File: src/pwm_vib_pkg.sv
// constants, field layouts and types for the dual pulse generator and
// vibrator motor control block
// assumes a 20 MHz system clock and a 32 bit AXI4-Lite register bus
package pwm_vib_pkg;

   // ------------------------------------------------------------
   // register byte offsets
   // ------------------------------------------------------------
   localparam int ADDR_W = 8;
   localparam logic [7:0] OFF_PULSE_ACTION = 8'h00;
   localparam logic [7:0] OFF_RISE_A = 8'h04;
   localparam logic [7:0] OFF_FALL_A = 8'h08;
   localparam logic [7:0] OFF_RISE_B = 8'h0c;
   localparam logic [7:0] OFF_FALL_B = 8'h10;
   localparam logic [7:0] OFF_MISC_CONFIG = 8'h14;
   localparam logic [7:0] OFF_MOTOR_CTRL = 8'h18;
   localparam logic [7:0] OFF_MOTOR_CFG = 8'h1c;
   localparam logic [7:0] OFF_MOTOR_ACTION = 8'h20;
   localparam logic [7:0] OFF_STATUS = 8'h24;

   // ------------------------------------------------------------
   // field positions
   // ------------------------------------------------------------
   localparam int BIT_CLK_EN_A = 0;
   localparam int BIT_CLK_EN_B = 1;
   localparam int BIT_START_A = 2;
   localparam int BIT_START_B = 3;
   localparam int BIT_STOP_A = 4;
   localparam int BIT_STOP_B = 5;
   localparam int BIT_LEN_SEL = 7;
   localparam int BIT_MODE_SEL = 0;
   localparam int BIT_MOTOR_START = 0;
   localparam int BIT_MOTOR_STOP = 1;

   // ------------------------------------------------------------
   // reset values and responses
   // ------------------------------------------------------------
   localparam logic [6:0] RISE_RESET = 7'h01;
   localparam logic [6:0] FALL_RESET = 7'h01;
   localparam logic [1:0] RESP_OKAY = 2'h0;
   localparam logic [1:0] RESP_SLVERR = 2'h2;

   // ------------------------------------------------------------
   // timing
   // ------------------------------------------------------------
   localparam int PERIOD_LONG = 128;
   localparam int PERIOD_SHORT = 64;
   localparam logic [6:0] LAST_LONG = 7'(PERIOD_LONG - 1);
   localparam logic [6:0] LAST_SHORT = 7'(PERIOD_SHORT - 1);
   localparam int CLK_MHZ = 20;
   localparam int RAMP_ON_US = 500;
   localparam int RAMP_OFF_US = 2000;
   localparam int RAMP_ON_CYCLES = RAMP_ON_US * CLK_MHZ;
   localparam int RAMP_OFF_CYCLES = RAMP_OFF_US * CLK_MHZ;
   localparam int RAMP_STEPS = 255;

   // ------------------------------------------------------------
   // types
   // ------------------------------------------------------------
   typedef struct packed {
      logic len_sel;
      logic [6:0] rise;
      logic [6:0] fall;
   } pwm_cfg_type;

   typedef enum logic [3:0] {
      MOTOR_IDLE = 4'h1,
      MOTOR_RISE = 4'h2,
      MOTOR_HOLD = 4'h4,
      MOTOR_FALL = 4'h8
   } motor_state_type;

endpackage

File: src/pwm_channel.sv
// one pulse channel: period counter on the gated slow tick and the
// output compare against the rise and fall positions
// assumes tick is a one-cycle pulse per slow clock rising edge
`timescale 1ns/1ns
module pwm_channel (
   // clock and reset
   input wire logic clk,
   input wire logic rst,
   // control
   input wire logic tick,
   input wire logic clk_en,
   input wire logic start,
   input wire logic stop,
   input wire pwm_vib_pkg::pwm_cfg_type cfg,
   // state and output
   output logic running,
   output logic [6:0] count,
   output logic pwm
);
   logic [6:0] last;

   assign last = cfg.len_sel ? pwm_vib_pkg::LAST_LONG :
                 pwm_vib_pkg::LAST_SHORT;

   // stop wins over a start in the same write
   always_ff @(posedge clk or posedge rst) begin
      if (rst) begin
         running <= 1'b0;
      end else if (stop) begin
         running <= 1'b0;
      end else if (start) begin
         running <= 1'b1;
      end
   end

   // start clears the count so two channels started together align
   always_ff @(posedge clk or posedge rst) begin
      if (rst) begin
         count <= 7'h00;
      end else if (start) begin
         count <= 7'h00;
      end else if (running && clk_en && tick) begin
         if (count >= last) begin
            count <= 7'h00;
         end else begin
            count <= count + 7'h01;
         end
      end
   end

   // no sleep gating: the output keeps going in every power state
   always_ff @(posedge clk or posedge rst) begin
      if (rst) begin
         pwm <= 1'b0;
      end else if (!running) begin
         pwm <= 1'b0;
      end else if (cfg.rise == cfg.fall) begin
         pwm <= 1'b1;
      end else begin
         pwm <= (count >= cfg.rise) && (count < cfg.fall);
      end
   end
endmodule

File: src/motor_ramp.sv
// vibrator drive: soft ramp of the drive level and the duty waveform
// assumes tick is a one-cycle pulse per slow clock rising edge
`timescale 1ns/1ns
module motor_ramp #(
   parameter int ON_STEP = 39,
   parameter int OFF_STEP = 156
) (
   // clock and reset
   input wire logic clk,
   input wire logic rst,
   // control
   input wire logic tick,
   input wire logic start,
   input wire logic stop,
   input wire logic mode,
   input wire logic [1:0] duty,
   input wire logic [1:0] rate,
   // state and outputs
   output pwm_vib_pkg::motor_state_type state,
   output logic [7:0] level,
   output logic drive
);
   logic [15:0] step_cnt;
   logic [7:0] phase;
   logic [1:0] quarter;
   logic step_due;

   assign step_due = (state == pwm_vib_pkg::MOTOR_RISE) ?
      (step_cnt >= 16'(ON_STEP - 1)) : (step_cnt >= 16'(OFF_STEP - 1));

   always_ff @(posedge clk or posedge rst) begin
      if (rst) begin
         state <= pwm_vib_pkg::MOTOR_IDLE;
      end else begin
         case (state)
            pwm_vib_pkg::MOTOR_IDLE: begin
               if (start && !stop && mode) state <= pwm_vib_pkg::MOTOR_RISE;
            end
            pwm_vib_pkg::MOTOR_RISE: begin
               if (stop || !mode) state <= pwm_vib_pkg::MOTOR_FALL;
               else if (level == 8'hff) state <= pwm_vib_pkg::MOTOR_HOLD;
            end
            pwm_vib_pkg::MOTOR_HOLD: begin
               if (stop || !mode) state <= pwm_vib_pkg::MOTOR_FALL;
            end
            pwm_vib_pkg::MOTOR_FALL: begin
               if (start && !stop && mode) state <= pwm_vib_pkg::MOTOR_RISE;
               else if (level == 8'h00) state <= pwm_vib_pkg::MOTOR_IDLE;
            end
            default: state <= pwm_vib_pkg::MOTOR_IDLE;
         endcase
      end
   end

   // level steps bound the ramps to 500 us up and 2 ms down
   always_ff @(posedge clk or posedge rst) begin
      if (rst) begin
         step_cnt <= 16'h0000;
         level <= 8'h00;
      end else if (state == pwm_vib_pkg::MOTOR_RISE ||
                   state == pwm_vib_pkg::MOTOR_FALL) begin
         if (step_due) begin
            step_cnt <= 16'h0000;
            if (state == pwm_vib_pkg::MOTOR_RISE && level != 8'hff)
               level <= level + 8'h01;
            else if (state == pwm_vib_pkg::MOTOR_FALL && level != 8'h00)
               level <= level - 8'h01;
         end else begin
            step_cnt <= step_cnt + 16'h0001;
         end
      end else begin
         step_cnt <= 16'h0000;
      end
   end

   // waveform period is 32 ticks doubled per rate step
   always_ff @(posedge clk or posedge rst) begin
      if (rst) phase <= 8'h00;
      else if (tick) phase <= phase + 8'h01;
   end

   always_comb begin
      case (rate)
         2'h0: quarter = phase[4:3];
         2'h1: quarter = phase[5:4];
         2'h2: quarter = phase[6:5];
         default: quarter = phase[7:6];
      endcase
   end

   always_ff @(posedge clk or posedge rst) begin
      if (rst) drive <= 1'b0;
      else drive <= mode && (level != 8'h00) && (quarter <= duty);
   end
endmodule

File: src/pwm_vib_top.sv
// top of the dual pulse generator and vibrator motor control block,
// with its AXI4-Lite register slave and slow clock synchroniser
// assumes the slow clock arrives asynchronously on a pin and that
// software keeps the programming order and value ranges it must
//
// Decided for this implementation: the register offsets and register access over AXI4-Lite.
`timescale 1ns/1ns

// Behaviour
// each channel picks its own period, 128 or 64 slow clock counts
// each channel has its own counter on the gated 32768 Hz clock
// start bit begins generation, stop bit ends it, same action reg
// software enables the counter clock before start, stops before disable
// 7-bit rise and fall positions set the edges within each period
// equal rise and fall positions hold the output constantly high
// software keeps fall at least rise, and rise above zero
// both starts in one write start the counters together
// outputs keep running in the low-power sleep state
// mode bit selects vibrator use; 2-bit duty and rate shape drive
// motor start bit starts the drive, motor stop bit stops it
// drive ramps on within 500 us and off within 2 ms
// counter wraps after the period; high from rise until fall
// action bits act on a written one; a written zero does nothing
module pwm_vib_top #(
   parameter int RAMP_ON_CYCLES = pwm_vib_pkg::RAMP_ON_CYCLES,
   parameter int RAMP_OFF_CYCLES = pwm_vib_pkg::RAMP_OFF_CYCLES
) (
   // clock and reset
   input wire logic clk,
   input wire logic rst,
   // axi4-lite write address
   input wire logic awvalid,
   output logic awready,
   input wire logic [7:0] awaddr,
   input wire logic [2:0] awprot,
   // axi4-lite write data
   input wire logic wvalid,
   output logic wready,
   input wire logic [31:0] wdata,
   input wire logic [3:0] wstrb,
   // axi4-lite write response
   output logic bvalid,
   input wire logic bready,
   output logic [1:0] bresp,
   // axi4-lite read address
   input wire logic arvalid,
   output logic arready,
   input wire logic [7:0] araddr,
   input wire logic [2:0] arprot,
   // axi4-lite read data
   output logic rvalid,
   input wire logic rready,
   output logic [31:0] rdata,
   output logic [1:0] rresp,
   // slow clock pin
   input wire logic clk32k_in,
   // pulse outputs
   output logic pwm_out_a,
   output logic pwm_out_b,
   // regulator and motor drive
   output logic motor_mode_sel,
   output logic [7:0] motor_level,
   output logic motor_drive
);
   // ------------------------------------------------------------
   // derived step intervals
   // ------------------------------------------------------------
   // a longest time rounds down, but never below one cycle
   localparam int ON_RAW = RAMP_ON_CYCLES / pwm_vib_pkg::RAMP_STEPS;
   localparam int OFF_RAW = RAMP_OFF_CYCLES / pwm_vib_pkg::RAMP_STEPS;
   localparam int ON_STEP = (ON_RAW < 1) ? 1 : ON_RAW;
   localparam int OFF_STEP = (OFF_RAW < 1) ? 1 : OFF_RAW;

   // ------------------------------------------------------------
   // declarations
   // ------------------------------------------------------------
   logic [2:0] slow_sync;
   logic slow_level;
   logic tick;

   logic aw_held;
   logic [7:0] aw_addr_q;
   logic w_held;
   logic [31:0] w_data_q;
   logic [3:0] w_strb_q;
   logic do_write;
   logic wr_lane;
   logic wr_hit;

   logic wr_action;
   logic wr_rise_a;
   logic wr_fall_a;
   logic wr_rise_b;
   logic wr_fall_b;
   logic wr_misc;
   logic wr_motor_ctrl;
   logic wr_motor_cfg;
   logic wr_motor_action;

   logic counter_clk_en_a;
   logic counter_clk_en_b;
   logic gen_start_a;
   logic gen_start_b;
   logic gen_stop_a;
   logic gen_stop_b;
   logic motor_start;
   logic motor_stop;

   pwm_vib_pkg::pwm_cfg_type cfg_a;
   pwm_vib_pkg::pwm_cfg_type cfg_b;
   logic [1:0] motor_duty_sel;
   logic [1:0] motor_rate_sel;

   logic running_a;
   logic running_b;
   logic [6:0] period_counter_a;
   logic [6:0] period_counter_b;
   pwm_vib_pkg::motor_state_type motor_state;

   logic rd_hit;
   logic [31:0] rd_value;

   // ------------------------------------------------------------
   // slow clock synchroniser
   // ------------------------------------------------------------
   // first stage feeds only the second; a change counts once the
   // second and third agree, which also filters a runt on the pin
   always_ff @(posedge clk or posedge rst) begin
      if (rst) begin
         slow_sync <= 3'h0;
      end else begin
         slow_sync <= {slow_sync[1:0], clk32k_in};
      end
   end

   always_ff @(posedge clk or posedge rst) begin
      if (rst) begin
         slow_level <= 1'b0;
      end else if (slow_sync[1] == slow_sync[2]) begin
         slow_level <= slow_sync[2];
      end
   end

   always_ff @(posedge clk or posedge rst) begin
      if (rst) begin
         tick <= 1'b0;
      end else begin
         tick <= (slow_sync[1] == slow_sync[2]) && slow_sync[2] &&
                 !slow_level;
      end
   end

   // ------------------------------------------------------------
   // axi4-lite write path
   // ------------------------------------------------------------
   // address and data are taken in either order and held until both
   // are present; nothing new is taken while a response is pending
   assign awready = !aw_held && !bvalid;
   assign wready = !w_held && !bvalid;
   assign do_write = aw_held && w_held && !bvalid;

   always_ff @(posedge clk or posedge rst) begin
      if (rst) begin
         aw_held <= 1'b0;
         aw_addr_q <= 8'h00;
      end else if (awvalid && awready) begin
         aw_held <= 1'b1;
         aw_addr_q <= awaddr;
      end else if (do_write) begin
         aw_held <= 1'b0;
      end
   end

   always_ff @(posedge clk or posedge rst) begin
      if (rst) begin
         w_held <= 1'b0;
         w_data_q <= 32'h0000_0000;
         w_strb_q <= 4'h0;
      end else if (wvalid && wready) begin
         w_held <= 1'b1;
         w_data_q <= wdata;
         w_strb_q <= wstrb;
      end else if (do_write) begin
         w_held <= 1'b0;
      end
   end

   always_ff @(posedge clk or posedge rst) begin
      if (rst) begin
         bvalid <= 1'b0;
         bresp <= pwm_vib_pkg::RESP_OKAY;
      end else if (do_write) begin
         bvalid <= 1'b1;
         bresp <= wr_hit ? pwm_vib_pkg::RESP_OKAY :
                  pwm_vib_pkg::RESP_SLVERR;
      end else if (bready) begin
         bvalid <= 1'b0;
      end
   end

   // ------------------------------------------------------------
   // write decode
   // ------------------------------------------------------------
   // all fields sit in byte lane 0; other lanes are ignored
   assign wr_lane = do_write && w_strb_q[0];

   always_comb begin
      wr_action = 1'b0;
      wr_rise_a = 1'b0;
      wr_fall_a = 1'b0;
      wr_rise_b = 1'b0;
      wr_fall_b = 1'b0;
      wr_misc = 1'b0;
      wr_motor_ctrl = 1'b0;
      wr_motor_cfg = 1'b0;
      wr_motor_action = 1'b0;
      wr_hit = 1'b1;
      if (aw_addr_q == pwm_vib_pkg::OFF_PULSE_ACTION) begin
         wr_action = wr_lane;
      end else if (aw_addr_q == pwm_vib_pkg::OFF_RISE_A) begin
         wr_rise_a = wr_lane;
      end else if (aw_addr_q == pwm_vib_pkg::OFF_FALL_A) begin
         wr_fall_a = wr_lane;
      end else if (aw_addr_q == pwm_vib_pkg::OFF_RISE_B) begin
         wr_rise_b = wr_lane;
      end else if (aw_addr_q == pwm_vib_pkg::OFF_FALL_B) begin
         wr_fall_b = wr_lane;
      end else if (aw_addr_q == pwm_vib_pkg::OFF_MISC_CONFIG) begin
         wr_misc = wr_lane;
      end else if (aw_addr_q == pwm_vib_pkg::OFF_MOTOR_CTRL) begin
         wr_motor_ctrl = wr_lane;
      end else if (aw_addr_q == pwm_vib_pkg::OFF_MOTOR_CFG) begin
         wr_motor_cfg = wr_lane;
      end else if (aw_addr_q == pwm_vib_pkg::OFF_MOTOR_ACTION) begin
         wr_motor_action = wr_lane;
      end else if (aw_addr_q == pwm_vib_pkg::OFF_STATUS) begin
         wr_hit = 1'b1;
      end else begin
         wr_hit = 1'b0;
      end
   end

   // action bits are one-cycle pulses; a written zero does nothing
   assign gen_start_a = wr_action && w_data_q[pwm_vib_pkg::BIT_START_A];
   assign gen_start_b = wr_action && w_data_q[pwm_vib_pkg::BIT_START_B];
   assign gen_stop_a = wr_action && w_data_q[pwm_vib_pkg::BIT_STOP_A];
   assign gen_stop_b = wr_action && w_data_q[pwm_vib_pkg::BIT_STOP_B];
   assign motor_start = wr_motor_action &&
                        w_data_q[pwm_vib_pkg::BIT_MOTOR_START];
   assign motor_stop = wr_motor_action &&
                       w_data_q[pwm_vib_pkg::BIT_MOTOR_STOP];

   // ------------------------------------------------------------
   // configuration registers
   // ------------------------------------------------------------
   // clock enables are plain levels in the action register
   always_ff @(posedge clk or posedge rst) begin
      if (rst) begin
         counter_clk_en_a <= 1'b0;
         counter_clk_en_b <= 1'b0;
      end else if (wr_action) begin
         counter_clk_en_a <= w_data_q[pwm_vib_pkg::BIT_CLK_EN_A];
         counter_clk_en_b <= w_data_q[pwm_vib_pkg::BIT_CLK_EN_B];
      end
   end

   // out-of-range positions are not corrected: software keeps them legal
   always_ff @(posedge clk or posedge rst) begin
      if (rst) begin
         cfg_a <= '{1'b1, pwm_vib_pkg::RISE_RESET, pwm_vib_pkg::FALL_RESET};
      end else if (wr_rise_a) begin
         cfg_a.rise <= w_data_q[6:0];
         cfg_a.len_sel <= w_data_q[pwm_vib_pkg::BIT_LEN_SEL];
      end else if (wr_fall_a) begin
         cfg_a.fall <= w_data_q[6:0];
      end
   end

   always_ff @(posedge clk or posedge rst) begin
      if (rst) begin
         cfg_b <= '{1'b1, pwm_vib_pkg::RISE_RESET, pwm_vib_pkg::FALL_RESET};
      end else if (wr_rise_b) begin
         cfg_b.rise <= w_data_q[6:0];
         cfg_b.len_sel <= w_data_q[pwm_vib_pkg::BIT_LEN_SEL];
      end else if (wr_fall_b) begin
         cfg_b.fall <= w_data_q[6:0];
      end
   end

   always_ff @(posedge clk or posedge rst) begin
      if (rst) begin
         motor_mode_sel <= 1'b0;
      end else if (wr_misc) begin
         motor_mode_sel <= w_data_q[pwm_vib_pkg::BIT_MODE_SEL];
      end
   end

   always_ff @(posedge clk or posedge rst) begin
      if (rst) begin
         motor_duty_sel <= 2'h0;
      end else if (wr_motor_ctrl) begin
         motor_duty_sel <= w_data_q[1:0];
      end
   end

   always_ff @(posedge clk or posedge rst) begin
      if (rst) begin
         motor_rate_sel <= 2'h0;
      end else if (wr_motor_cfg) begin
         motor_rate_sel <= w_data_q[1:0];
      end
   end

   // ------------------------------------------------------------
   // pulse channels and motor drive
   // ------------------------------------------------------------
   // both channels see the same write pulse, so a joint start is aligned
   pwm_channel chan_a (
      .clk(clk),
      .rst(rst),
      .tick(tick),
      .clk_en(counter_clk_en_a),
      .start(gen_start_a),
      .stop(gen_stop_a),
      .cfg(cfg_a),
      .running(running_a),
      .count(period_counter_a),
      .pwm(pwm_out_a)
   );

   pwm_channel chan_b (
      .clk(clk),
      .rst(rst),
      .tick(tick),
      .clk_en(counter_clk_en_b),
      .start(gen_start_b),
      .stop(gen_stop_b),
      .cfg(cfg_b),
      .running(running_b),
      .count(period_counter_b),
      .pwm(pwm_out_b)
   );

   motor_ramp #(
      .ON_STEP(ON_STEP),
      .OFF_STEP(OFF_STEP)
   ) motor (
      .clk(clk),
      .rst(rst),
      .tick(tick),
      .start(motor_start),
      .stop(motor_stop),
      .mode(motor_mode_sel),
      .duty(motor_duty_sel),
      .rate(motor_rate_sel),
      .state(motor_state),
      .level(motor_level),
      .drive(motor_drive)
   );

   // ------------------------------------------------------------
   // axi4-lite read path
   // ------------------------------------------------------------
   always_comb begin
      rd_value = 32'h0000_0000;
      rd_hit = 1'b1;
      if (araddr == pwm_vib_pkg::OFF_PULSE_ACTION) begin
         rd_value[pwm_vib_pkg::BIT_CLK_EN_A] = counter_clk_en_a;
         rd_value[pwm_vib_pkg::BIT_CLK_EN_B] = counter_clk_en_b;
      end else if (araddr == pwm_vib_pkg::OFF_RISE_A) begin
         rd_value[7:0] = {cfg_a.len_sel, cfg_a.rise};
      end else if (araddr == pwm_vib_pkg::OFF_FALL_A) begin
         rd_value[6:0] = cfg_a.fall;
      end else if (araddr == pwm_vib_pkg::OFF_RISE_B) begin
         rd_value[7:0] = {cfg_b.len_sel, cfg_b.rise};
      end else if (araddr == pwm_vib_pkg::OFF_FALL_B) begin
         rd_value[6:0] = cfg_b.fall;
      end else if (araddr == pwm_vib_pkg::OFF_MISC_CONFIG) begin
         rd_value[pwm_vib_pkg::BIT_MODE_SEL] = motor_mode_sel;
      end else if (araddr == pwm_vib_pkg::OFF_MOTOR_CTRL) begin
         rd_value[1:0] = motor_duty_sel;
      end else if (araddr == pwm_vib_pkg::OFF_MOTOR_CFG) begin
         rd_value[1:0] = motor_rate_sel;
      end else if (araddr == pwm_vib_pkg::OFF_MOTOR_ACTION) begin
         rd_value[11:0] = {motor_level, motor_state};
      end else if (araddr == pwm_vib_pkg::OFF_STATUS) begin
         rd_value[15:0] = {running_b, period_counter_b,
                           running_a, period_counter_a};
      end else begin
         rd_hit = 1'b0;
      end
   end

   // one request at a time: arready drops while data waits
   assign arready = !rvalid;

   always_ff @(posedge clk or posedge rst) begin
      if (rst) begin
         rvalid <= 1'b0;
         rdata <= 32'h0000_0000;
         rresp <= pwm_vib_pkg::RESP_OKAY;
      end else if (arvalid && arready) begin
         rvalid <= 1'b1;
         rdata <= rd_value;
         rresp <= rd_hit ? pwm_vib_pkg::RESP_OKAY :
                  pwm_vib_pkg::RESP_SLVERR;
      end else if (rready) begin
         rvalid <= 1'b0;
      end
   end
endmodule

File: config.mk
export PLATFORM = sky130hd
export DESIGN_NAME = pwm_vib_top
export DESIGN_NICKNAME = d
export VERILOG_FILES = /design/src/pwm_vib_pkg.sv /design/src/pwm_channel.sv /design/src/motor_ramp.sv /design/src/pwm_vib_top.sv
export SDC_FILE = /design/constraint.sdc
export NUM_CORES = 1
export LEC_CHECK = 0
export ABC_AREA = 1
export BUFFER_PORTS_ARGS = -buffer_cell sky130_fd_sc_hd__clkbuf_2
export CORE_MARGIN = 8
export CORE_UTILIZATION = 28
export CTS_BUF_LIST = sky130_fd_sc_hd__clkbuf_8 sky130_fd_sc_hd__clkbuf_16
export CTS_CLUSTER_DIAMETER = 150
export DETAILED_ROUTE_END_ITERATION = 8
export PLACE_DENSITY = 0.43
export SYNTH_ARGS = -nofsm -noshare
export SYNTH_HDL_FRONTEND = slang
export SYNTH_SLANG_ARGS = --single-unit
File: constraint.sdc
create_clock -name clk -period 4.1 [get_ports clk]
set_input_delay 0 -clock clk [delete_from_list [all_inputs] [get_ports clk]]
set_output_delay 0 -clock clk [all_outputs]
set_load 0.01 [all_outputs]
== Word-level counts from Yosys, hierarchy flattened ==
Cells that the tools add are included.

* Register bits after elaboration: 138
* Input bits: 66
* Output and inout port bits: 53
* Logic and storage cells: 294

* $add $sub $neg: 6
* Magnitude comparators: 9
* Eq/ne operators: 33
* Multiplexer cells: 154
* Bitwise logic cells: 2
* Reduce and logical (&&, ||, !) cells: 55

{| class="wikitable"
|+ Operators with widths
! operator !! number
|-
| $mux 16 || 12
|-
| $mux 12 || 9
|-
| $mux 15 || 6
|-
| $mux 1 || 82
|-
| $mux 7 || 10
|-
| $eq 8x5->1 const B || 8
|-
| $mux 9 || 6
|-
| $mux 8 || 6
|-
| $mux 14 || 3
|-
| $eq 8x4->1 const B || 4
|-
| $eq 8x6->1 const B || 4
|-
| $ge 7x7->1 || 4
|-
| $logic_and 1x1->1 || 28
|-
| $mux 4 || 7
|-
| $logic_not 8->1 || 3
|-
| $mux 2 || 11
|-
| $reduce_bool 2->1 || 9
|-
| $add 16x1->16 const B || 1
|-
| $add 8x1->8 const B || 2
|-
| $eq 8x3->1 const B || 2
|-
| $ge 16x6->1 const B || 1
|-
| $ge 16x8->1 const B || 1
|-
| $pmux 4 s4 || 1
|-
| $add 7x1->7 const B || 2
|-
| other kinds (25) || 37
|}

== Longest topological paths before layout ==
Gate-level depths: netlist of the first run.

* Depth after elaboration: 43
* Mapped depth: 12
* Mapped depth without buffers: 12

== Cells and area by module ==
From an unflattened synthesis of the first run, not the netlist that was laid out.

* Cell total of the unflattened synthesis: 1024
* Area, all modules: 8215.4 sq um

{| class="wikitable"
|+ By module, submodules not included
! module !! instances !! cells an instance !! area an instance (sq um) !! sequential area each (sq um)
|-
| pwm_vib_top || 1 || 466 || 3977.6 || 2034.5
|-
| motor_ramp || 1 || 288 || 2303.5 || 927.1
|-
| pwm_channel || 2 || 135 || 967.2 || 225.2
|}

== Worst setup path before layout of the first run ==
No wires, ideal clock.

* Path type: register -> register
* Start point: reg motor.level[1]
* End point: reg motor.level[5]
* Data arrival time: 2135 ps
* Data required time: 3973 ps
* Setup slack: 1838 ps
* Cell stages (with the launch flop): 12
* Buffers on the path: 0
* Path through: dfrtp_1 nand4_1 or2_2 nand2_1 ha_1 a21oi_1 nand2_1 nand2_1 nand2_1 a21oi_1 xor2_1 o21ai_0

* Longest elaborated chain between the ends: 4
* Elaborated cells between the ends (all ways): 10

{| class="wikitable"
|+ Ends and longest elaborated chain
! what !! RTL line !! text
|-
| start, declared || motor_ramp.sv:20 || <nowiki>output logic [7:0] level,</nowiki>
|-
| start signal, assigned || motor_ramp.sv:65 || <nowiki>level <= level + 8'h01;</nowiki>
|-
| start signal, assigned || motor_ramp.sv:67 || <nowiki>level <= level - 8'h01;</nowiki>
|-
| branches (longest 4 deep; another with $sub 8x1->8) || n/a ||
|}

Several ways; the timed one is not identified. The select of a mux whose other input is x is not followed.
A chain may end at the register's enable or synchronous reset.

== Final worst setup path of the first run ==
* Start point: reg motor.state[3]
* End point: reg motor.level[6]

* Longest elaborated chain between the ends: 4
* Elaborated cells between the ends (all ways): 9

{| class="wikitable"
|+ Ends and longest elaborated chain
! what !! RTL line !! text
|-
| start, declared || motor_ramp.sv:19 || <nowiki>output pwm_vib_pkg::motor_state_type state,</nowiki>
|-
| start signal, assigned || motor_ramp.sv:33 || <nowiki>state <= pwm_vib_pkg::MOTOR_IDLE;</nowiki>
|-
| start signal, assigned || motor_ramp.sv:37 || <nowiki>if (start && !stop && mode) state <= pwm_vib_pkg::MOTOR_RISE;</nowiki>
|-
| start signal, assigned || motor_ramp.sv:40 || <nowiki>if (stop || !mode) state <= pwm_vib_pkg::MOTOR_FALL;</nowiki>
|-
| $eq 4x4->1 / $eq 4x2->1 (equally long branches) || n/a ||
|-
| $logic_and 1x1->1 (on tied branches) || motor_ramp.sv:66, motor_ramp.sv:64 ||
|-
| $reduce_bool 2->1 (no line) || n/a ||
|-
| $reduce_and 3->1 (no line) || n/a ||
|}

Parallel ways exist; a longest one is shown, timed or not.

==> impl_results.md, run 1 <==
* Max-cap check violation count at 0
* Area share of the leading cell type in the synthesized netlist at 0.4274
* Final setup violation count at 0
* Global Route Usage Sum at 0.1335
* DP HPWL at 15770 um
* Cell Rows at 60
* Critical Path AT at 2.88 ns
* #FFs+latches synth at 136
* FMAX at 0.3863 GHz
* Post-synth top flop: dfrtp_1
* Worst Reg-to-Reg Cells at 12
* Max-slew headroom at 0.2837
* Sw Pwr at 1.715 mW
* Nets@finish at approximately 1.1k
* Drt wl/cell at 15.23 um
* Hold Worst Slack at about 0.10 ns
* EDFF count, synth at 0
* Post-Route WL at around 21000 um
* Die X at between 150 and 200 um
* Synthesized area at between 0.007 and 0.008 mm^2
* Status: complete, no violations
* TritonCTS clock tree: built
* Initial Util at 0.2826
* Worst Tran Pin Value at 1.070 ns
* Top cells by count, synth: 192 x nand2_1, 129 x dfrtp_1, 123 x inv_1
* Hold Crit Class: in2reg
* Clock power frac at 0.344
* Distinct cells, synth at 45
* Initial antenna violation count at 0
* Clk_lat worst skew at 0.43 ns
* Layout cells sized above 1 at 0.1230
* Ports at 119
* Ys async rst share at 1.000
* Via count at around 6.3k
* Clock root cell: clkbuf_16
* Post-route setup TNS at 0 ns
* Fin crit period at 2.588 ns
* GR Overflow Total at 0
* Placer Congestion at between 0.8 and 0.9
* Logic gate share of total power at 0.275
* Longest Clk Path Bufs at 2
* Core Box Area at 0.02673 mm^2
* Sw Share at 0.3718
* Antenna cells at 0
* First-pass DRT Iterations at 5
* Hold path depth at 3
* Critical Path RT at 4.40 ns
* Slew Viols, Final at 0
* Largest cells by area after synthesis: dfrtp_1 43%, nand2_1 9.5%, ha_1 7.0%
* Final ANT Viol Nets at 0
* Largest net degree at the start of global routing at 73
* # H-tree levels at 4
* Setup CP Type: reg2reg
* Yosys top cell by area: dfrtp_1
* Die Y at roughly 180 um
* Layout overhead on the synthesized area at 19.66%
* Fill cells at 2867
* Internal power at approximately 2.9 mW
* Reg power frac at 0.380
* DRC Markers at 0
* Num CTS Buffers at 17
* Final-report hold violation count at 0
* Seq/Total Area, Yosys at 0.4517
* Clock Pin Slew Worst Setup and Hold Paths at 0.07 ns
* Ys Warns at 0
* Power per standard cell area at 510.2 mW/mm^2
* CP Max Fanout at 10
* Die footprint at 0.03249 mm^2
* Final worst-path cycle share at 0.6313
* PostCTS Resize Cnt at 0
* Vias in the first global route at 6449
* Most frequent cell after synthesis: nand2_1
* Setup Skew at 0.01294 ns
* Unrepaired setup endpoints after global routing: false
* Syn Area/Cell at roughly 8 um^2
* Peak VDD IR at 284.6 uV
* Global-route wire length before repair at 34810 um
* CP Capture Type: flop
* Leak pwr at 4.367 nW
* Nature of the critical path startpoint: flop
* Via-to-Cell Ratio at 4.547
* Syn Inst Count at 925
* Port Buf Inserts at 67
* Iteration-0 DRC Markers at about 370
* Sink Count at 136
==> stage by stage <==
stage               power (mW)  std cells  setup WS (ns)  utilization  cell area [um^2]
finish                   4.611       1382          1.512       0.3382              9039
detailed placement       3.055       1329          1.460       0.3081              8233
global route             4.943       1382          1.145       0.3382              9039
floorplan                2.663        950         0.4721            -              7647
global placement         3.051       1329          1.500       0.3081              8233
CTS                      4.686       1382          1.442       0.3382              9039
==> layout by cell type (no fill, tap or decap), drive strengths merged, types with 2 or more instances in the layout <==
master and count:
a21oi 68, a31oi 2, buf 3, clkbuf 84
conb 26, dfrtp 129, dfstp 7, dlygate4sd3 21
ha 42, inv 137, mux2 3, nand2 196
nand3 48, nand4 10, nor2 71, nor3 24
nor4 7, o2111ai 2, o211ai 5, o21a 2
o21ai 96, o22ai 8, or2 5, xnor2 13
xor2 20
==> path summary, 6_finish.rpt <==
| check | to | slack (ns) | from |
|---|---|---|---|
| min | aw_held$_DFFE_PP0P_ | 0.10 | awvalid |
| max reg2reg | motor.level[6]$_DFFE_PP0P_ | 1.51 | motor.state[3]$_DFFE_PP0P_ |
| max | motor.level[6]$_DFFE_PP0P_ | 1.51 | motor.state[3]$_DFFE_PP0P_ |
| min in group asynchronous | w_data_q[4]$_DFFE_PP0P_ | 0.23 | rst |
| min reg2reg | slow_sync[1]$_DFF_PP0_ | 0.35 | slow_sync[0]$_DFF_PP0_ |
| max in group asynchronous | cfg_a[10]$_DFFE_PP0P_ | 2.89 | rst |
==> layout make-up <==
cell class | count | area (um^2) | area share
clock buffers | 17 | 425.4 | 0.04707
multi-input cells | 658 | 3566 | 0.3945
flip-flops and latches | 136 | 3412 | 0.3775
well taps | 341 | 426.7 | 0.04720
repair buffers | 91 | 568.0 | 0.06285
inverters | 124 | 470.5 | 0.05205
clock inverters | 15 | 170.2 | 0.01883
==> cell families (layout without fill, tap and decap cells) <==
| kind of cell | Yosys count | in the layout | share of synthesized area |
|---|---|---|---|
| other cells | 1 | 26 | 0.0004965 |
| xor+xnor | 33 | 33 | 0.03826 |
| flops | 136 | 136 | 0.4517 |
| compound gates | 189 | 189 | 0.1325 |
| buf+inv | 156 | 247 | 0.08862 |
| mux | 3 | 3 | 0.004472 |
| simple gates | 364 | 364 | 0.2117 |
| fa+ha+maj | 43 | 43 | 0.07222 |
==> what timing repair did <==
action,4_1_cts,5_1_grt
buffers inserted,0,0
endpoints found under the hold margin,83,0
hold buffers,21,0
==> critical path, stage by stage (launching register included) <==
cell and delay [ns]:
dfrtp_1 0.39, inv_1 0.13, nand2_1 0.10, nor3_4 0.27, nand2_1 0.33, fa_1 0.50
nand3_1 0.09, nand3_1 0.11, a21oi_1 0.15, nor2_1 0.05, nor2_1 0.11, xor2_1 0.15
o21ai_0 0.08
==> sequential cells by signal, indices dropped and copies added (netlist names), 3 cells and up <==
signal          flops
cfg_b              15
motor.state         4
chan_a.count        7
cfg_a              15
rdata              16
w_data_q            8
motor.step_cnt     16
chan_b.count        7
motor.phase         8
motor.level         8
aw_addr_q           8
slow_sync           3
==> power by group through the flow <==
stage | Combinational (mW) | Sequential, mW | Clock, mW
6_report | 1.27 | 1.75 | 1.59
5_1_grt | 1.47 | 1.79 | 1.69
4_1_cts | 1.30 | 1.76 | 1.63
3_5_place_dp | 1.28 | 1.78 | 0
3_3_place_gp | 1.27 | 1.78 | 0
2_1_floorplan | 0.915 | 1.75 | 0
==> per-layer routing <==
metal	GRT usage	vias to the layer above	wire length, um
li1	-	3213	-
met4	0.03770	0	277
met1	0.1780	2933	10470
met5	0	-	0
met3	0.03044	18	853
met2	0.2133	120	9442
Power figures use the tool's default switching activity.
==> run 2: changes to the inputs <==
--- a/config.mk
+++ b/config.mk
@@ -12,7 +12,7 @@
 export CTS_BUF_LIST = sky130_fd_sc_hd__clkbuf_8 sky130_fd_sc_hd__clkbuf_16
 export CTS_CLUSTER_DIAMETER = 150
 export DETAILED_ROUTE_END_ITERATION = 8
-export PLACE_DENSITY = 0.43
+export PLACE_DENSITY = 0.45
 export SYNTH_ARGS = -nofsm -noshare
 export SYNTH_HDL_FRONTEND = slang
 export SYNTH_SLANG_ARGS = --single-unit
==> constraint.sdc (replaced) <==
create_clock -name clk -period 2.2 [get_ports clk]
set_input_delay 0 -clock clk [delete_from_list [all_inputs] [get_ports clk]]
set_output_delay 0 -clock clk [all_outputs]
set_load 0.01 [all_outputs]
==> run 2 against run 1 <==
  * Critical path depth stayed put
  * Wire length grew 0.40%
  * First-iteration DRC count up 9.0%
  * Critical path type unchanged
  * Worst hold slack worse by 0.025 ns
  * Maximum frequency rose by 21%
  * Sequential share of layout area fell by 1.4 points
  * Design area grew 3.8%
==> impl_results.md, run 2 (synthesized netlist as in run 1, its figures left out) <==
* Most frequent cells in the layout: 189 x nand2_1, 129 x dfrtp_1, 120 x inv_1, 95 x o21ai_0, 70 x nor2_1
* Cell Rows at 60
* First-pass DRT Iterations at 5
* Max stage delay on crit path at 0.41 ns
* Clock Pin Slew Worst Setup and Hold Paths at approximately 0.07 ns
* Drt wl/cell at between 10 and 15 um
* Pre-CTS setup slack at 0.03633 ns
* Via count at 6348
* Global Route Usage Sum at 0.1345
* Final setup violation count at 0
* CP Capture Type: flop
* Multi-input logic area at around 0.0037 mm^2
* Slew Viols, Final at 0
* Status: complete, no violations
* GR Overflow Total at 0
* Setup CP Type: reg2reg
* Fin area at 0.009385 mm^2
* Setup Skew at 0.01446 ns
* Via-to-Cell Ratio at around 4.5
* Fill cells at 2842
* Power per standard cell area at 973.4 mW/mm^2
* Antenna cells at 0
* Reg power frac at 0.346
* Port Buf Inserts at 67
* Ports at 119
* Sw Share at 0.3704
* Max-slew headroom at 0.5882
* Register area at 0.003412 mm^2
* Iteration-0 DRC Markers at 398
* Max-cap check violation count at 0
* Die X at 180.2 um
* Crit-path cells: inv_2, nand2_2, nor3_4, nand2_4, fa_2, nand3_2, nand3_2, a21oi_2, nor2_1, nor2_1, xor2_1, o21ai_1
* Placer Congestion at ~0.8
* Final-report hold violation count at 0
* WP buf/inv at 1
* Post-DP Area at approximately 0.0084 mm^2
* Worst R2R Setup Slack at roughly 0.057 ns
* Num CTS Buffers at 17
* Sw Pwr at about 3.4 mW
* Sink Count at 136
* Clock root cell: clkbuf_16
* Layout overhead on the synthesized area at 24.25%
* Placed cells at 1354
* Largest net degree at the start of global routing at 67
* Initial antenna violation count at 0
* Nets@finish at roughly 1.2k
* Nature of the critical path startpoint: flop
* Final Core Density at 0.3512
* Layout cells sized above 1 at 0.1623
* Largest registers: motor.step_cnt: 16 flops, rdata: 16 flops
* DRC Markers at 0
* Internal power at 5.752 mW
* Layout Cells excl Fill at between 1k and 1.5k
* Initial Util at 0.2826
* Clock power frac at 0.324
* Die Y at approximately 180 um
* Hold Worst Slack at 0.07669 ns
* Logic gate share of total power at 0.330
* Max stage delay cell, worst path: dfrtp_1
* Critical Path AT at 2.47 ns
* Fin crit period at 2.143 ns
* DP HPWL at 15850 um
* Top cell family by delay on the critical path: simple AND/OR/NAND/NOR gates
* Worst Tran Pin Value at around 0.62 ns
* Final worst-path cycle share at 0.9739
* Unrepaired setup endpoints after global routing: true
* Commonest non-fill, non-tap cell in the layout: nand2_1
* Post-route setup slack at roughly 0.057 ns
* TritonCTS clock tree: built
* Core Box Area at 0.02673 mm^2
* Die footprint at between 0.03 and 0.04 mm^2
* Post-route setup TNS at 0 ns
* Post-Route WL at 21130 um
* Critical Path RT at 2.52 ns
* Longest Clk Path Bufs at 2
* # H-tree levels at 4
* CP Max Fanout at 5
* Clk_lat worst skew at about 0.44 ns
* Global-route wire length before repair at about 35000 um
* Final ANT Viol Nets at 0
* Peak VDD IR at 506.8 uV
* Leak pwr at 4.520 nW
* Hold Crit Class: in2async
* FMAX at about 0.47 GHz
* Vias in the first global route at about 6.6k
* Total power at 9.136 mW
-- run 2: per-layer routing --
metal / share of wire / GRT usage
met5: 0 / 0
met4: 0.020 / 0.04597
met3: 0.043 / 0.03629
met2: 0.45 / 0.2144
met1: 0.49 / 0.1734
-- run 2: worst reg2reg max path, delay by kind of cell, from the launching register on --
kind | cells | cell delay (ns)
AO/OA/AOI/OAI | 2 | 0.20
XOR/XNOR | 1 | 0.15
adder cells (fa/ha/maj) | 1 | 0.41
AND/OR/NAND/NOR | 7 | 0.80
flip-flops | 1 | 0.41
buffers and inverters | 1 | 0.07
-- run 2: area by class of cell --
| type | count | area share |
|---|---|---|
| multi-input combinational | 659 | 0.3915 |
| sequential | 136 | 0.3636 |
| timing repair buffer | 121 | 0.08586 |
| inverter | 124 | 0.04999 |
| tap | 341 | 0.04546 |
| clock buffer | 17 | 0.04533 |
| clock inverter | 15 | 0.01826 |
-- run 2: worst paths after layout --
path / depth (start not counted) / end / start
max reg2reg: 12 / motor.level[6]$_DFFE_PP0P_ / motor.state[3]$_DFFE_PP0P_
min in group clk: 5 / rdata[15]$_DFFE_PP0P_ / arvalid
min reg2reg: 0 / slow_sync[1]$_DFF_PP0_ / slow_sync[0]$_DFF_PP0_
max: 12 / motor.level[6]$_DFFE_PP0P_ / motor.state[3]$_DFFE_PP0P_
max in group asynchronous: 4 / w_data_q[4]$_DFFE_PP0P_ / rst
min: 3 / motor.phase[2]$_DFFE_PP0P_ / rst
-- run 2: power groups by stage --
stage | registers (mW) | logic [mW] | clock network, mW
5_1_grt | 3.21 | 3.40 | 3.15
6_report | 3.16 | 3.02 | 2.96
2_1_floorplan | 3.26 | 1.71 | 0
3_3_place_gp | 3.20 | 2.72 | 0
3_5_place_dp | 3.20 | 2.72 | 0
4_1_cts | 3.16 | 2.76 | 3.03
-- run 2: what timing repair did --
item,4_1_cts,5_1_grt
endpoints found under the hold margin,116,0
buffers inserted,0,5
hold buffers,21,0
resized for setup,0,19
endpoints found under the setup margin,0,18
==> run 3: changes to the inputs <==
==> constraint.sdc (replaced) <==
create_clock -name clk -period 2.2 [get_ports clk]
set_input_delay 0.66 -clock clk [delete_from_list [all_inputs] [get_ports clk]]
set_output_delay 0.66 -clock clk [all_outputs]
set_load 0.01 [all_outputs]
==> run 3 against run 2 <==
  * Register-to-register slack improved by 0.05 ns
  * Sequential share of layout area is 0.13 points higher
  * Die area unchanged
  * Utilization is 0.12 points lower
  * First-iteration DRC count decreased by 11%
  * Wire length is 1.2% lower
  * Clock power barely moved
  * Largest cell class unchanged
  * Largest power group unchanged
==> impl_results.md, run 3 (synthesized netlist as in run 1, its figures left out) <==
* Status: complete, no violations
* Critical Path AT at about 2.4 ns
* Via-to-Cell Ratio at around 4.5
* GR Overflow Total at 0
* DP HPWL at 16560 um
* Worst R2R Setup Slack at 0.11 ns
* TritonCTS clock tree: built
* Post-Route WL at 20890 um
* Leak pwr at 4.573 nW
* Power per standard cell area at 969.0 mW/mm^2
* Die footprint at 0.03249 mm^2
* Longest Clk Path Bufs at 2
* Nature of the critical path startpoint: flop
* Via count at between 6k and 7k
* Clk_lat worst skew at roughly 0.42 ns
* Initial antenna violation count at 0
* CP endpoint: motor.level[5]$_DFFE_PP0P_
* Nets@finish at between 1k and 1.5k
* # H-tree levels at 4
* Layout Cells excl Fill at 1422
* Hold Crit Class: in2async
* CP Capture Type: flop
* Most frequent cells in the layout: 190 x nand2_1, 129 x dfrtp_1, 121 x inv_1, 95 x o21ai_0, 70 x nor2_1
* Max-slew headroom at 0.6094
* Num CTS Buffers at 17
* Peak VDD IR at about 460 uV
* Setup CP Type: reg2reg
* Final worst-path cycle share at 0.9520
* Clock root cell: clkbuf_16
* Vias in the first global route at 6506
* Slew Viols, Final at 0
* Commonest non-fill, non-tap cell in the layout: nand2_1
* Cell Rows at 60
* Final Core Density at 0.3500
* Worst r2r src: motor.state[3]$_DFFE_PP0P_
* Die Y at ~180 um
* Fin crit period at 2.094 ns
* Post-route setup slack at 0.1056 ns
* Placed cells at ~1.4k
* Global-route wire length before repair at about 35000 um
* Final-report hold violation count at 0
* CP Max Fanout at 8
* FF-to-FF End: motor.level[5]$_DFFE_PP0P_
* Die X at 180.2 um
* Crit path launch: motor.state[3]$_DFFE_PP0P_
* Critical Path RT at 2.49 ns
* Drt wl/cell at 14.69 um
* Core Box Area at between 0.02 and 0.03 mm^2
* Post-route setup TNS at 0 ns
* Largest registers: motor.step_cnt: 16 flops, rdata: 16 flops
* Max-cap check violation count at 0
* Worst Tran Pin Value at 0.5844 ns
* Placer Congestion at about 0.83
* Sink Count at between 100 and 150
* Final setup violation count at 0
* Antenna cells at 0
* Layout cells sized above 1 at 0.1822
* Clock Pin Slew Worst Setup and Hold Paths at 0.06 ns
* Layout overhead on the synthesized area at 23.82%
* Pre-CTS setup slack at -0.06729 ns
* First-pass DRT Iterations at 5
* FMAX at 0.4775 GHz
* DRC Markers at 0
* Fill cells at around 2.9k
* Unrepaired setup endpoints after global routing: true
* Initial Util at 0.2826
* Port Buf Inserts at 67
* Setup Skew at 0.008849 ns
* Ports at 119
* Global Route Usage Sum at 0.1326
* Final ANT Viol Nets at 0
* Largest net degree at the start of global routing at 27
* Worst Reg-to-Reg Cells at 13
* Iteration-0 DRC Markers at 354
[run 3: changes by cell type in the layout (fill, tap and decap cells not counted), moves of 3 or more]
| cell | before | now |
|---|---|---|
| dlygate4sd3_1 | 21 | 0 |
| ha_4 | 5 | 2 |
| inv_8 | 5 | 2 |
| ha_1 | 37 | 40 |
| buf_4 | 32 | 63 |
[run 3: report_power, final]
part,total [mW],internal [mW],switching (mW)
sequential,3.16,2.90,0.254
combinational,2.97,1.23,1.74
clock,2.94,1.73,1.20
[run 3: how the worst min path moves through the flow]
stage          depth (start not counted)  slack [ns]                   start                         end
6_report                               2        0.27                     rst  motor.phase[5]$_DFFE_PP0P_
2_1_floorplan                          0        0.33  slow_sync[0]$_DFF_PP0_      slow_sync[1]$_DFF_PP0_
3_3_place_gp                           0        0.34  slow_sync[0]$_DFF_PP0_      slow_sync[1]$_DFF_PP0_
4_1_cts                                2        0.27                     rst  motor.phase[5]$_DFFE_PP0P_
3_5_place_dp                           0        0.33  slow_sync[0]$_DFF_PP0_      slow_sync[1]$_DFF_PP0_
5_1_grt                                2        0.28                     rst  motor.phase[5]$_DFFE_PP0P_
[run 3: timing repair]
item,in CTS,in global routing
resized for setup,1,10
pin swaps,0,6
cloned,0,0
hold buffers,0,0
endpoints found under the setup margin,1,10
buffers inserted,0,6
hold endpoints to repair,0,0
[run 3: routing by layer]
layer / wire length, um / global-route usage
met1: 10540 / 0.1821
met2: 9130 / 0.2019
met3: 824 / 0.03105
met4: 385 / 0.04365
met5: 0 / 0
[run 3: per-stage QoR]
stage	instance area, um^2	total power, mW	hold slack (ns)
6_report	9353	9.063	0.2659
5_1_grt	9353	9.719	0.2816
4_1_cts	9266	9.068	0.2686
3_5_place_dp	8660	6.056	0.3347
3_3_place_gp	8660	6.031	0.3364
2_1_floorplan	7654	4.967	0.3312
[run 3: area by class of cell]
| type | count | area [um^2] | share of cell area |
|---|---|---|---|
| Multi-Input combinational cell | 658 | 3615 | 0.3865 |
| Sequential cell | 136 | 3412 | 0.3648 |
| Timing Repair Buffer | 131 | 828.3 | 0.08856 |
| Inverter | 124 | 469.2 | 0.05017 |
| Clock buffer | 18 | 439.2 | 0.04696 |
| Tap cell | 341 | 426.7 | 0.04562 |
| Clock inverter | 14 | 162.7 | 0.01739 |
[run 3: worst max-delay path, cell delays in order (launching register included)]
cell and delay (ns):
dfrtp_1 0.40, inv_2 0.07, nand2_2 0.06, nor3_4 0.23, nand2_4 0.13, buf_4 0.15
ha_1 0.26, nand3_1 0.08, nand2_1 0.09, nand2_1 0.07, nand2_1 0.05, a21oi_1 0.15
xor2_1 0.14, o21ai_0 0.10
